--- src/ct16_cfg.svh ---
`ifndef CT16_CFG_SVH
`define CT16_CFG_SVH

// register byte offsets
`define CT16_OFS_LOW_MODE 6'h00
`define CT16_OFS_HIGH_MODE 6'h04
`define CT16_OFS_LOW_CLKSEL 6'h08
`define CT16_OFS_HIGH_CLKSEL 6'h0c
`define CT16_OFS_LOW_CMP 6'h10
`define CT16_OFS_HIGH_CMP 6'h14
`define CT16_OFS_LOW_CNT 6'h18
`define CT16_OFS_HIGH_CNT 6'h1c

// mode control field positions
`define CT16_BIT_ENABLE 7
`define CT16_BIT_CASCADE 4
`define CT16_BIT_SET_HIGH 3
`define CT16_BIT_SET_LOW 2
`define CT16_BIT_TOGGLE 1
`define CT16_BIT_OUT_EN 0

// reset values
`define CT16_RST_MODE 8'h00
`define CT16_RST_CLKSEL 3'h0
`define CT16_RST_CMP 8'h00
`define CT16_RST_CNT 8'h00

// prescaler taps, as powers of two of the main clock
`define CT16_TAP_2 3
`define CT16_TAP_3 5
`define CT16_TAP_4 7
`define CT16_TAP_5 8
`define CT16_TAP_6 9
`define CT16_TAP_7 11
`define CT16_PRE_W 11

`endif

--- src/ct16_pkg.sv ---
package ct16_pkg;
    typedef logic [7:0] ct16_byte_t;
    typedef logic [2:0] ct16_clksel_t;
    typedef enum logic [1:0] {
        CT16_BUS_IDLE = 2'b01,
        CT16_BUS_ACK = 2'b10
    } ct16_bus_st_t;
endpackage

--- src/ct16_prescale.sv ---
`timescale 1ns/1ps
`default_nettype none
`include "ct16_cfg.svh"
module ct16_prescale (
    input wire logic clk,
    input wire logic rst_n,
    input wire ct16_pkg::ct16_clksel_t sel,
    input wire logic event_in,
    output logic tick
);
    import ct16_pkg::*;

    logic [`CT16_PRE_W-1:0] pre_ff;
    logic [`CT16_PRE_W-1:0] nxt_pre;
    logic evt_prev_ff;
    logic nxt_evt_prev;
    logic tick_ff;
    logic nxt_tick;

    // true when the low bits of the prescaler are all ones for this code
    function automatic logic tap_hit(input ct16_clksel_t s,
                                     input logic [`CT16_PRE_W-1:0] p);
        logic [`CT16_PRE_W-1:0] m;
        m = '0;
        case (s)
            3'h2: m = `CT16_PRE_W'((1 << `CT16_TAP_2) - 1);
            3'h3: m = `CT16_PRE_W'((1 << `CT16_TAP_3) - 1);
            3'h4: m = `CT16_PRE_W'((1 << `CT16_TAP_4) - 1);
            3'h5: m = `CT16_PRE_W'((1 << `CT16_TAP_5) - 1);
            3'h6: m = `CT16_PRE_W'((1 << `CT16_TAP_6) - 1);
            default: m = `CT16_PRE_W'((1 << `CT16_TAP_7) - 1);
        endcase
        return (p & m) == m;
    endfunction

    always_comb begin
        // free running: a start lands anywhere in the period
        nxt_pre = pre_ff + `CT16_PRE_W'(1);
        nxt_evt_prev = event_in;
        if (sel == 3'h0 || sel == 3'h1) begin
            nxt_tick = event_in & ~evt_prev_ff;
        end else begin
            nxt_tick = tap_hit(sel, pre_ff);
        end
    end

    always_ff @(posedge clk or negedge rst_n) begin
        if (!rst_n) begin
            pre_ff <= '0;
            evt_prev_ff <= 1'b0;
            tick_ff <= 1'b0;
        end else begin
            pre_ff <= nxt_pre;
            evt_prev_ff <= nxt_evt_prev;
            tick_ff <= nxt_tick;
        end
    end

    assign tick = tick_ff;
endmodule
`default_nettype wire

--- src/ct16_timer.sv ---
// Functional notes
// - high mode cascade bit set joins both halves into one 16-bit counter.
// - each half's enable bit starts counting at 1, stops at 0.
// - 16-bit compare is low compare as low byte, high compare high byte.
// - in cascade the count clock comes only from low clock select.
// - on 16-bit match raise cascade interrupt and clear both halves.
// - after match the counter keeps running, so matches recur periodically.
// - high half still flags its own match in cascade mode.
// - in cascade the low enable alone starts and stops everything.
// - clock codes 0,1 external; others divide by 2^3,5,7,8,9,11.
// - external clocking resolves one input cycle, up to 2^16 cycles.
// - low square-wave output toggles on each 16-bit match, except in a cycle where low mode is written.
// - first match may be up to one count clock early after start.
// - compare zero is allowed; external input then matches every pulse.
// - compare lowered below count makes the counter wrap before matching.
//
// The register addresses and register access over Avalon-MM were decided locally.
`timescale 1ns/1ps
`default_nettype none
`include "ct16_cfg.svh"
module ct16_timer (
    input wire logic clk,
    input wire logic rst_n,
    input wire logic [5:0] avs_address,
    input wire logic avs_read,
    input wire logic avs_write,
    input wire logic [31:0] avs_writedata,
    input wire logic [3:0] avs_byteenable,
    output logic [31:0] avs_readdata,
    output logic avs_waitrequest,
    input wire logic external_event_input,
    input wire logic high_event_input,
    output logic cascade_match_interrupt,
    output logic high_half_match_interrupt,
    output logic low_square_out,
    output logic high_square_out
);
    import ct16_pkg::*;

    // bus handshake state
    ct16_bus_st_t bus_st_ff;
    ct16_bus_st_t nxt_bus_st;
    logic [31:0] rdata_ff;
    logic [31:0] nxt_rdata;
    logic wr_go;

    // software registers
    ct16_byte_t low_mode_control_ff;
    ct16_byte_t nxt_low_mode_control;
    ct16_byte_t high_mode_control_ff;
    ct16_byte_t nxt_high_mode_control;
    ct16_clksel_t low_clock_select_ff;
    ct16_clksel_t nxt_low_clock_select;
    ct16_clksel_t high_clock_select_ff;
    ct16_clksel_t nxt_high_clock_select;
    ct16_byte_t low_compare_register_ff;
    ct16_byte_t nxt_low_compare_register;
    ct16_byte_t high_compare_register_ff;
    ct16_byte_t nxt_high_compare_register;

    // counters and outputs
    ct16_byte_t low_count_register_ff;
    ct16_byte_t nxt_low_count_register;
    ct16_byte_t high_count_register_ff;
    ct16_byte_t nxt_high_count_register;
    logic casc_irq_ff;
    logic nxt_casc_irq;
    logic high_irq_ff;
    logic nxt_high_irq;
    logic low_lvl_ff;
    logic nxt_low_lvl;
    logic high_lvl_ff;
    logic nxt_high_lvl;
    logic low_sq_ff;
    logic nxt_low_sq;
    logic high_sq_ff;
    logic nxt_high_sq;

    logic tick_low;
    logic tick_high;
    logic cascade_sel;
    logic low_count_enable;
    logic high_count_enable;
    logic run_low;
    logic run_high;
    logic match16;
    logic low_match;
    logic high_match;
    logic low_wrap;

    // word offset of a byte address; the two low bits are ignored
    function automatic logic [5:0] word_ofs(input logic [5:0] a);
        return {a[5:2], 2'b00};
    endfunction

    ct16_prescale u_pre_low (
        .clk(clk),
        .rst_n(rst_n),
        .sel(low_clock_select_ff),
        .event_in(external_event_input),
        .tick(tick_low)
    );

    ct16_prescale u_pre_high (
        .clk(clk),
        .rst_n(rst_n),
        .sel(high_clock_select_ff),
        .event_in(high_event_input),
        .tick(tick_high)
    );

    // one wait cycle per access; the access takes effect when it drops
    always_comb begin
        nxt_bus_st = CT16_BUS_IDLE;
        nxt_rdata = rdata_ff;
        wr_go = 1'b0;
        case (bus_st_ff)
            CT16_BUS_IDLE: begin
                if (avs_read || avs_write) begin
                    nxt_bus_st = CT16_BUS_ACK;
                    nxt_rdata = '0;
                    case (word_ofs(avs_address))
                        `CT16_OFS_LOW_MODE:
                            nxt_rdata[7:0] = low_mode_control_ff;
                        `CT16_OFS_HIGH_MODE:
                            nxt_rdata[7:0] = high_mode_control_ff;
                        `CT16_OFS_LOW_CLKSEL:
                            nxt_rdata[2:0] = low_clock_select_ff;
                        `CT16_OFS_HIGH_CLKSEL:
                            nxt_rdata[2:0] = high_clock_select_ff;
                        `CT16_OFS_LOW_CMP:
                            nxt_rdata[7:0] = low_compare_register_ff;
                        `CT16_OFS_HIGH_CMP:
                            nxt_rdata[7:0] = high_compare_register_ff;
                        `CT16_OFS_LOW_CNT:
                            nxt_rdata[7:0] = low_count_register_ff;
                        `CT16_OFS_HIGH_CNT:
                            nxt_rdata[7:0] = high_count_register_ff;
                        default: nxt_rdata = '0;
                    endcase
                end
            end
            CT16_BUS_ACK: begin
                nxt_bus_st = CT16_BUS_IDLE;
                wr_go = avs_write & avs_byteenable[0];
            end
            default: nxt_bus_st = CT16_BUS_IDLE;
        endcase
    end

    always_ff @(posedge clk or negedge rst_n) begin
        if (!rst_n) begin
            bus_st_ff <= CT16_BUS_IDLE;
            rdata_ff <= '0;
        end else begin
            bus_st_ff <= nxt_bus_st;
            rdata_ff <= nxt_rdata;
        end
    end

    // register writes; level set bits act once and are not stored
    always_comb begin
        nxt_low_mode_control = low_mode_control_ff;
        nxt_high_mode_control = high_mode_control_ff;
        nxt_low_clock_select = low_clock_select_ff;
        nxt_high_clock_select = high_clock_select_ff;
        nxt_low_compare_register = low_compare_register_ff;
        nxt_high_compare_register = high_compare_register_ff;
        if (wr_go) begin
            case (word_ofs(avs_address))
                `CT16_OFS_LOW_MODE: begin
                    nxt_low_mode_control = avs_writedata[7:0] & 8'h83;
                end
                `CT16_OFS_HIGH_MODE: begin
                    nxt_high_mode_control = avs_writedata[7:0] & 8'h93;
                end
                `CT16_OFS_LOW_CLKSEL: begin
                    nxt_low_clock_select = avs_writedata[2:0];
                end
                `CT16_OFS_HIGH_CLKSEL: begin
                    nxt_high_clock_select = avs_writedata[2:0];
                end
                `CT16_OFS_LOW_CMP: begin
                    nxt_low_compare_register = avs_writedata[7:0];
                end
                `CT16_OFS_HIGH_CMP: begin
                    nxt_high_compare_register = avs_writedata[7:0];
                end
                default: begin
                    nxt_low_mode_control = low_mode_control_ff;
                end
            endcase
        end
    end

    always_ff @(posedge clk or negedge rst_n) begin
        if (!rst_n) begin
            low_mode_control_ff <= `CT16_RST_MODE;
            high_mode_control_ff <= `CT16_RST_MODE;
            low_clock_select_ff <= `CT16_RST_CLKSEL;
            high_clock_select_ff <= `CT16_RST_CLKSEL;
            low_compare_register_ff <= `CT16_RST_CMP;
            high_compare_register_ff <= `CT16_RST_CMP;
        end else begin
            low_mode_control_ff <= nxt_low_mode_control;
            high_mode_control_ff <= nxt_high_mode_control;
            low_clock_select_ff <= nxt_low_clock_select;
            high_clock_select_ff <= nxt_high_clock_select;
            low_compare_register_ff <= nxt_low_compare_register;
            high_compare_register_ff <= nxt_high_compare_register;
        end
    end

    assign cascade_sel = high_mode_control_ff[`CT16_BIT_CASCADE];
    assign low_count_enable = low_mode_control_ff[`CT16_BIT_ENABLE];
    assign high_count_enable = high_mode_control_ff[`CT16_BIT_ENABLE];
    assign run_low = low_count_enable;
    // cascade: low enable alone runs both halves
    assign run_high = cascade_sel ? low_count_enable : high_count_enable;
    assign match16 = cascade_sel && tick_low &&
        ({high_count_register_ff, low_count_register_ff} ==
         {high_compare_register_ff, low_compare_register_ff});
    assign low_match = low_count_register_ff == low_compare_register_ff;
    assign high_match = high_count_register_ff == high_compare_register_ff;
    assign low_wrap = low_count_register_ff == 8'hff;

    // counting; a stopped half holds zero
    always_comb begin
        nxt_low_count_register = low_count_register_ff;
        nxt_high_count_register = high_count_register_ff;
        nxt_casc_irq = 1'b0;
        nxt_high_irq = 1'b0;
        if (!run_low) begin
            nxt_low_count_register = `CT16_RST_CNT;
        end else if (tick_low) begin
            if (cascade_sel ? match16 : low_match) begin
                nxt_low_count_register = `CT16_RST_CNT;
                nxt_casc_irq = 1'b1;
            end else begin
                // past the compare it runs on through ff to 00
                nxt_low_count_register = low_count_register_ff + 8'h01;
            end
        end
        if (!run_high) begin
            nxt_high_count_register = `CT16_RST_CNT;
        end else if (cascade_sel) begin
            if (match16) begin
                nxt_high_count_register = `CT16_RST_CNT;
            end else if (tick_low && low_wrap) begin
                nxt_high_count_register =
                    high_count_register_ff + 8'h01;
            end
            // own match still flagged when the high count steps onto it
            nxt_high_irq = (nxt_high_count_register !=
                            high_count_register_ff) &&
                           (nxt_high_count_register ==
                            high_compare_register_ff);
        end else if (tick_high) begin
            if (high_match) begin
                nxt_high_count_register = `CT16_RST_CNT;
                nxt_high_irq = 1'b1;
            end else begin
                nxt_high_count_register = high_count_register_ff + 8'h01;
            end
        end
    end

    // square wave levels; set bits force the level, match inverts it
    always_comb begin
        nxt_low_lvl = low_lvl_ff;
        nxt_high_lvl = high_lvl_ff;
        if (wr_go && word_ofs(avs_address) == `CT16_OFS_LOW_MODE) begin
            if (avs_writedata[`CT16_BIT_SET_HIGH]) begin
                nxt_low_lvl = 1'b1;
            end else if (avs_writedata[`CT16_BIT_SET_LOW]) begin
                nxt_low_lvl = 1'b0;
            end
        end else if (nxt_casc_irq &&
                     low_mode_control_ff[`CT16_BIT_TOGGLE]) begin
            nxt_low_lvl = ~low_lvl_ff;
        end
        if (wr_go && word_ofs(avs_address) == `CT16_OFS_HIGH_MODE) begin
            if (avs_writedata[`CT16_BIT_SET_HIGH]) begin
                nxt_high_lvl = 1'b1;
            end else if (avs_writedata[`CT16_BIT_SET_LOW]) begin
                nxt_high_lvl = 1'b0;
            end
        end else if (nxt_high_irq && !cascade_sel &&
                     high_mode_control_ff[`CT16_BIT_TOGGLE]) begin
            // in cascade the high pin stays put: its match is not the period
            nxt_high_lvl = ~high_lvl_ff;
        end
        nxt_low_sq = low_mode_control_ff[`CT16_BIT_OUT_EN] & low_lvl_ff;
        nxt_high_sq = high_mode_control_ff[`CT16_BIT_OUT_EN] & high_lvl_ff;
    end

    always_ff @(posedge clk or negedge rst_n) begin
        if (!rst_n) begin
            low_count_register_ff <= `CT16_RST_CNT;
            high_count_register_ff <= `CT16_RST_CNT;
            casc_irq_ff <= 1'b0;
            high_irq_ff <= 1'b0;
            low_lvl_ff <= 1'b0;
            high_lvl_ff <= 1'b0;
            low_sq_ff <= 1'b0;
            high_sq_ff <= 1'b0;
        end else begin
            low_count_register_ff <= nxt_low_count_register;
            high_count_register_ff <= nxt_high_count_register;
            casc_irq_ff <= nxt_casc_irq;
            high_irq_ff <= nxt_high_irq;
            low_lvl_ff <= nxt_low_lvl;
            high_lvl_ff <= nxt_high_lvl;
            low_sq_ff <= nxt_low_sq;
            high_sq_ff <= nxt_high_sq;
        end
    end

    assign avs_readdata = rdata_ff;
    // idle code has bit 0 set, so wait is a bare state flop bit
    assign avs_waitrequest = bus_st_ff[0];
    assign cascade_match_interrupt = casc_irq_ff;
    assign high_half_match_interrupt = high_irq_ff;
    assign low_square_out = low_sq_ff;
    assign high_square_out = high_sq_ff;
endmodule
`default_nettype wire

--- config.mk ---
export PLATFORM = sky130hd
export DESIGN_NAME = ct16_timer
export DESIGN_NICKNAME = d
export VERILOG_FILES = /design/src/ct16_pkg.sv /design/src/ct16_prescale.sv /design/src/ct16_timer.sv
export VERILOG_INCLUDE_DIRS = /design/src
export SDC_FILE = /design/constraint.sdc
export NUM_CORES = 1
export LEC_CHECK = 0
export BUFFER_PORTS_ARGS = -buffer_cell sky130_fd_sc_hd__buf_2
export CAP_MARGIN = 0
export CELL_PAD_IN_SITES_DETAIL_PLACEMENT = 1
export CELL_PAD_IN_SITES_GLOBAL_PLACEMENT = 1
export CORE_MARGIN = 3
export CORE_UTILIZATION = 39
export DETAILED_ROUTE_END_ITERATION = 6
export GPL_TIMING_DRIVEN = 0
export PLACE_DENSITY = 0.84
export SLEW_MARGIN = 10
export SYNTH_ARGS = -nofsm -noshare
export SYNTH_HDL_FRONTEND = slang
export SYNTH_SLANG_ARGS = --single-unit
--- constraint.sdc ---
create_clock -name clk -period 2.33 [get_ports clk]
set_clock_uncertainty 0.15 [all_clocks]
set_input_delay 0.1165 -clock clk [delete_from_list [all_inputs] [get_ports clk]]
set_output_delay 0.1165 -clock clk [all_outputs]
set_load 0.02 [all_outputs]
==> results.py <==
metrics = {
    "final_layout": {
        "postLayoutCoreUtil_pct": 52.94,
        "nets": 635,
        "areaGrowthSynthToFinish_pct": 32.27,
        "seqCellArea_sq_mm": 0.002196,
        "multiInputGateArea_sq_mm": 0.002764,
        "antenna_cells": 0,
        "fin_area_sq_mm": 0.006385,
        "final_layout_size_suffix_gt1_share_pct": 36.39,
        "fill_cells": 1296,
    },
    "synth": {
        "synthDistinctLibCells": 63,
        "synth_area_leaders": "dfrtp_1 45%, mux2_2 5.1%, xor2_1 4.9%",
        "synth_area_per_cell_sq_um": 10.18,
        "yosys_warnings": 0,
        "synthCells": 474,
        "synth.cell_area_sq_mm": 0.004827,
        "yosysMostFrequentCell": "dfrtp_1",
        "synth_seq_cells": 87,
        "synthTopCellsByCount": "86 x dfrtp_1, 38 x nand2_1, 27 x o21ai_0, 27 x xor2_1, 25 x nor2_1",
        "synth.top_cell.area_share_pct": 44.58,
        "synth_top_area_cell": "dfrtp_1",
        "synth-edff-count": 0,
        "synthArstFlopShare_pct": 100.0,
        "synthFlopType": "dfrtp_1",
        "yosysSeqAreaShare_pct": 45.13,
    },
    "sta": {
        "period_minus_slack_ns": 2.688,
        "maxSlewViolCount": 0,
        "relSlewSlack_pct": 35.59,
        "fmax_mhz": 372.0,
        "setup_slack_ns": -0.3584,
        "hold_ws_ns": 0.05810,
        "fin_crit_sh_pct": 115.4,
        "setup_tns_ns": -2.878,
        "hold_viol_final": 0,
        "setup_viol_count_final": 17,
        "tightest_slew_ns": 0.9609,
        "rsz0062_at_grt": "yes",
    },
    "worst_setup_path": {
        "required_ns": 2.43,
        "crit_start": "low_count_register_ff[6]",
        "critical_path_class": "reg -> reg",
        "worst_setup_path_start_kind": "flop",
        "rrSetupSlack_ns": -0.36,
        "arrival_ns": 2.79,
        "r2r-start": "low_count_register_ff[6]",
        "endpoint_kind": "flop",
        "worstPathMaxFanout": 8,
    },
    "power": {
        "powerDensity_mw_per_mm2": 663.4,
        "irDropWorstVdd_v": 0.0003947,
        "leakage_uw": 0.002950,
        "finalPower_uw": 4236,
    },
    "floorplan": {
        "fp.dieArea_sq_mm": 0.01375,
        "io_pins": 85,
        "die_y_microns": 117.3,
        "fp.coreArea_sq_mm": 0.01206,
        "die_w_microns": 117.3,
        "start_util_pct": 40.02,
        "rows": 40,
    },
    "global_route": {
        "antenna_found_initial": 0,
        "grt_pass1_wl_mm": 25.08,
        "overflow": 0,
        "grt_util_all_layers_pct": 24.13,
        "grt_pass1_vias": 4551,
        "grt_max_degree": 47,
    },
    "outcome": {
        "violations": "setup timing",
        "status": "finished, violations left",
    },
    "routing": {
        "via_per_inst": 5.881,
        "wl_mm": 18.38,
        "num_vias": 4446,
        "final_antenna_net_count": 0,
        "drtIter0Drc": 513,
        "drc": 0,
        "drtPass1Iterations": 5,
        "wire_per_inst_microns": 24.31,
    },
    "min_path": {
        "hp-class": "in -> reg",
        "min_from": "avs_address[5]",
    },
    "place": {
        "io_buffers": 31,
        "place_congestion": 0.8917,
        "hpwl_mm": 9.809,
        "place_area_sq_mm": 0.005309,
    },
    "job": {
        "maxCapViolCount": 0,
    },
    "clock_network": {
        "cts_tree": "done",
        "cts_sinks": 87,
        "clk_root_buffer_cell": "clkbuf_16",
        "h-tree-depth": 3,
        "insertion_delay_ns": 0.36,
        "cts-buffers-inserted": 9,
        "cts.path.max_buffers": 2,
        "path_clk_slew_ns": 0.07,
    },
}
registers in the layout (all words and copies together), names as in the netlist, 2 cells and up:
signal,count
avs_readdata,8
high_clock_select_ff,3
high_compare_register_ff,8
high_count_register_ff,8
u_pre_low.pre_ff,11
low_mode_control_ff,3
high_mode_control_ff,4
u_pre_high.pre_ff,11
low_count_register_ff,8
low_clock_select_ff,3
bus_st_ff,2
low_compare_register_ff,8
path summary, 6_finish.rpt:
path                            depth (start not counted)                        end
worst max register to register                          7  high_half_match_interrupt
max in group asynchronous                               3    high_mode_control_ff[4]
worst min register to register                          1        u_pre_low.pre_ff[0]
worst max-delay path                                    7  high_half_match_interrupt
worst min-delay path                                    3            avs_readdata[2]
min in group asynchronous                               2  high_count_register_ff[1]
per-layer routing:
metal  track usage, %  routed length [microns]
met1            29.10                     7058
met3            4.781                     1340
met2            40.23                     8939
met4            13.61                     1038
met5                0                        0
timing repair:
item	CTS	global route
resized for setup	61	34
gates cloned	0	0
buffers inserted	13	23
endpoints found under the hold margin	66	0
hold buffers	11	0
pin swaps	15	17
setup endpoints to repair	21	19
worst max-delay path, cell delays in order (launching register included):
cell	delay, ns
dfrtp_2	0.47
xor2_1	0.23
nor4_2	0.43
nand2_1	0.13
or3_4	0.50
a211oi_4	0.28
o22ai_2	0.13
o31ai_2	0.25
cell type report:
| cell class | count | share of cell area [%] |
|---|---|---|
| flip-flops and latches | 87 | 34.39 |
| repair buffers | 79 | 8.975 |
| clock inverters | 7 | 1.078 |
| clock buffers | 9 | 3.527 |
| inverters | 16 | 0.9798 |
| well taps | 168 | 3.292 |
| multi-input cells | 350 | 43.29 |
| plain buffers | 40 | 4.468 |
report_power, final:
| group | switching (uW) | internal [uW] | total, uW | leakage [uW] |
|---|---|---|---|---|
| clock network | 722 | 758 | 1480 | 0.000146 |
| registers | 159 | 1630 | 1790 | 0.00114 |
| logic | 560 | 410 | 970 | 0.00166 |
| total | 1440 | 2790 | 4240 | 0.00295 |
cell usage in the layout, fill, tap and decap left out, types with 9 or more instances in the layout:
cell type / count
buf_2: 31
o21ai_0: 23
nand2_1: 38
conb_1: 24
inv_1: 15
dfrtp_2: 14
nand4_1: 9
clkbuf_16: 9
nor2_1: 24
dfrtp_1: 72
xnor2_1: 10
dlygate4sd3_1: 11
xor2_1: 19
buf_4: 61
o21ai_1: 14
mux2_2: 22
nand3_1: 18
stage by stage:
stage	setup slack (ns)	instances
final	-0.3584	756
after global routing	-0.4413	756
after CTS	-0.2054	735
after detailed placement	-0.5344	697
after global placement	-0.4111	696
after floorplan	0.002759	497
logic make-up (layout without fill, tap and decap cells):
logic type / Yosys count / count (layout) / share of synthesized area (%)
buf+inv: 60 / 151 / 6.998
mux: 33 / 33 / 8.735
fa+ha+maj: 4 / 4 / 1.037
flops: 87 / 87 / 45.13
compound gates: 102 / 102 / 13.79
simple gates: 145 / 145 / 16.04
other cells: 1 / 24 / 0.07769
xor+xnor: 42 / 42 / 8.191
Note: power is estimated with default switching activity, not from simulation.
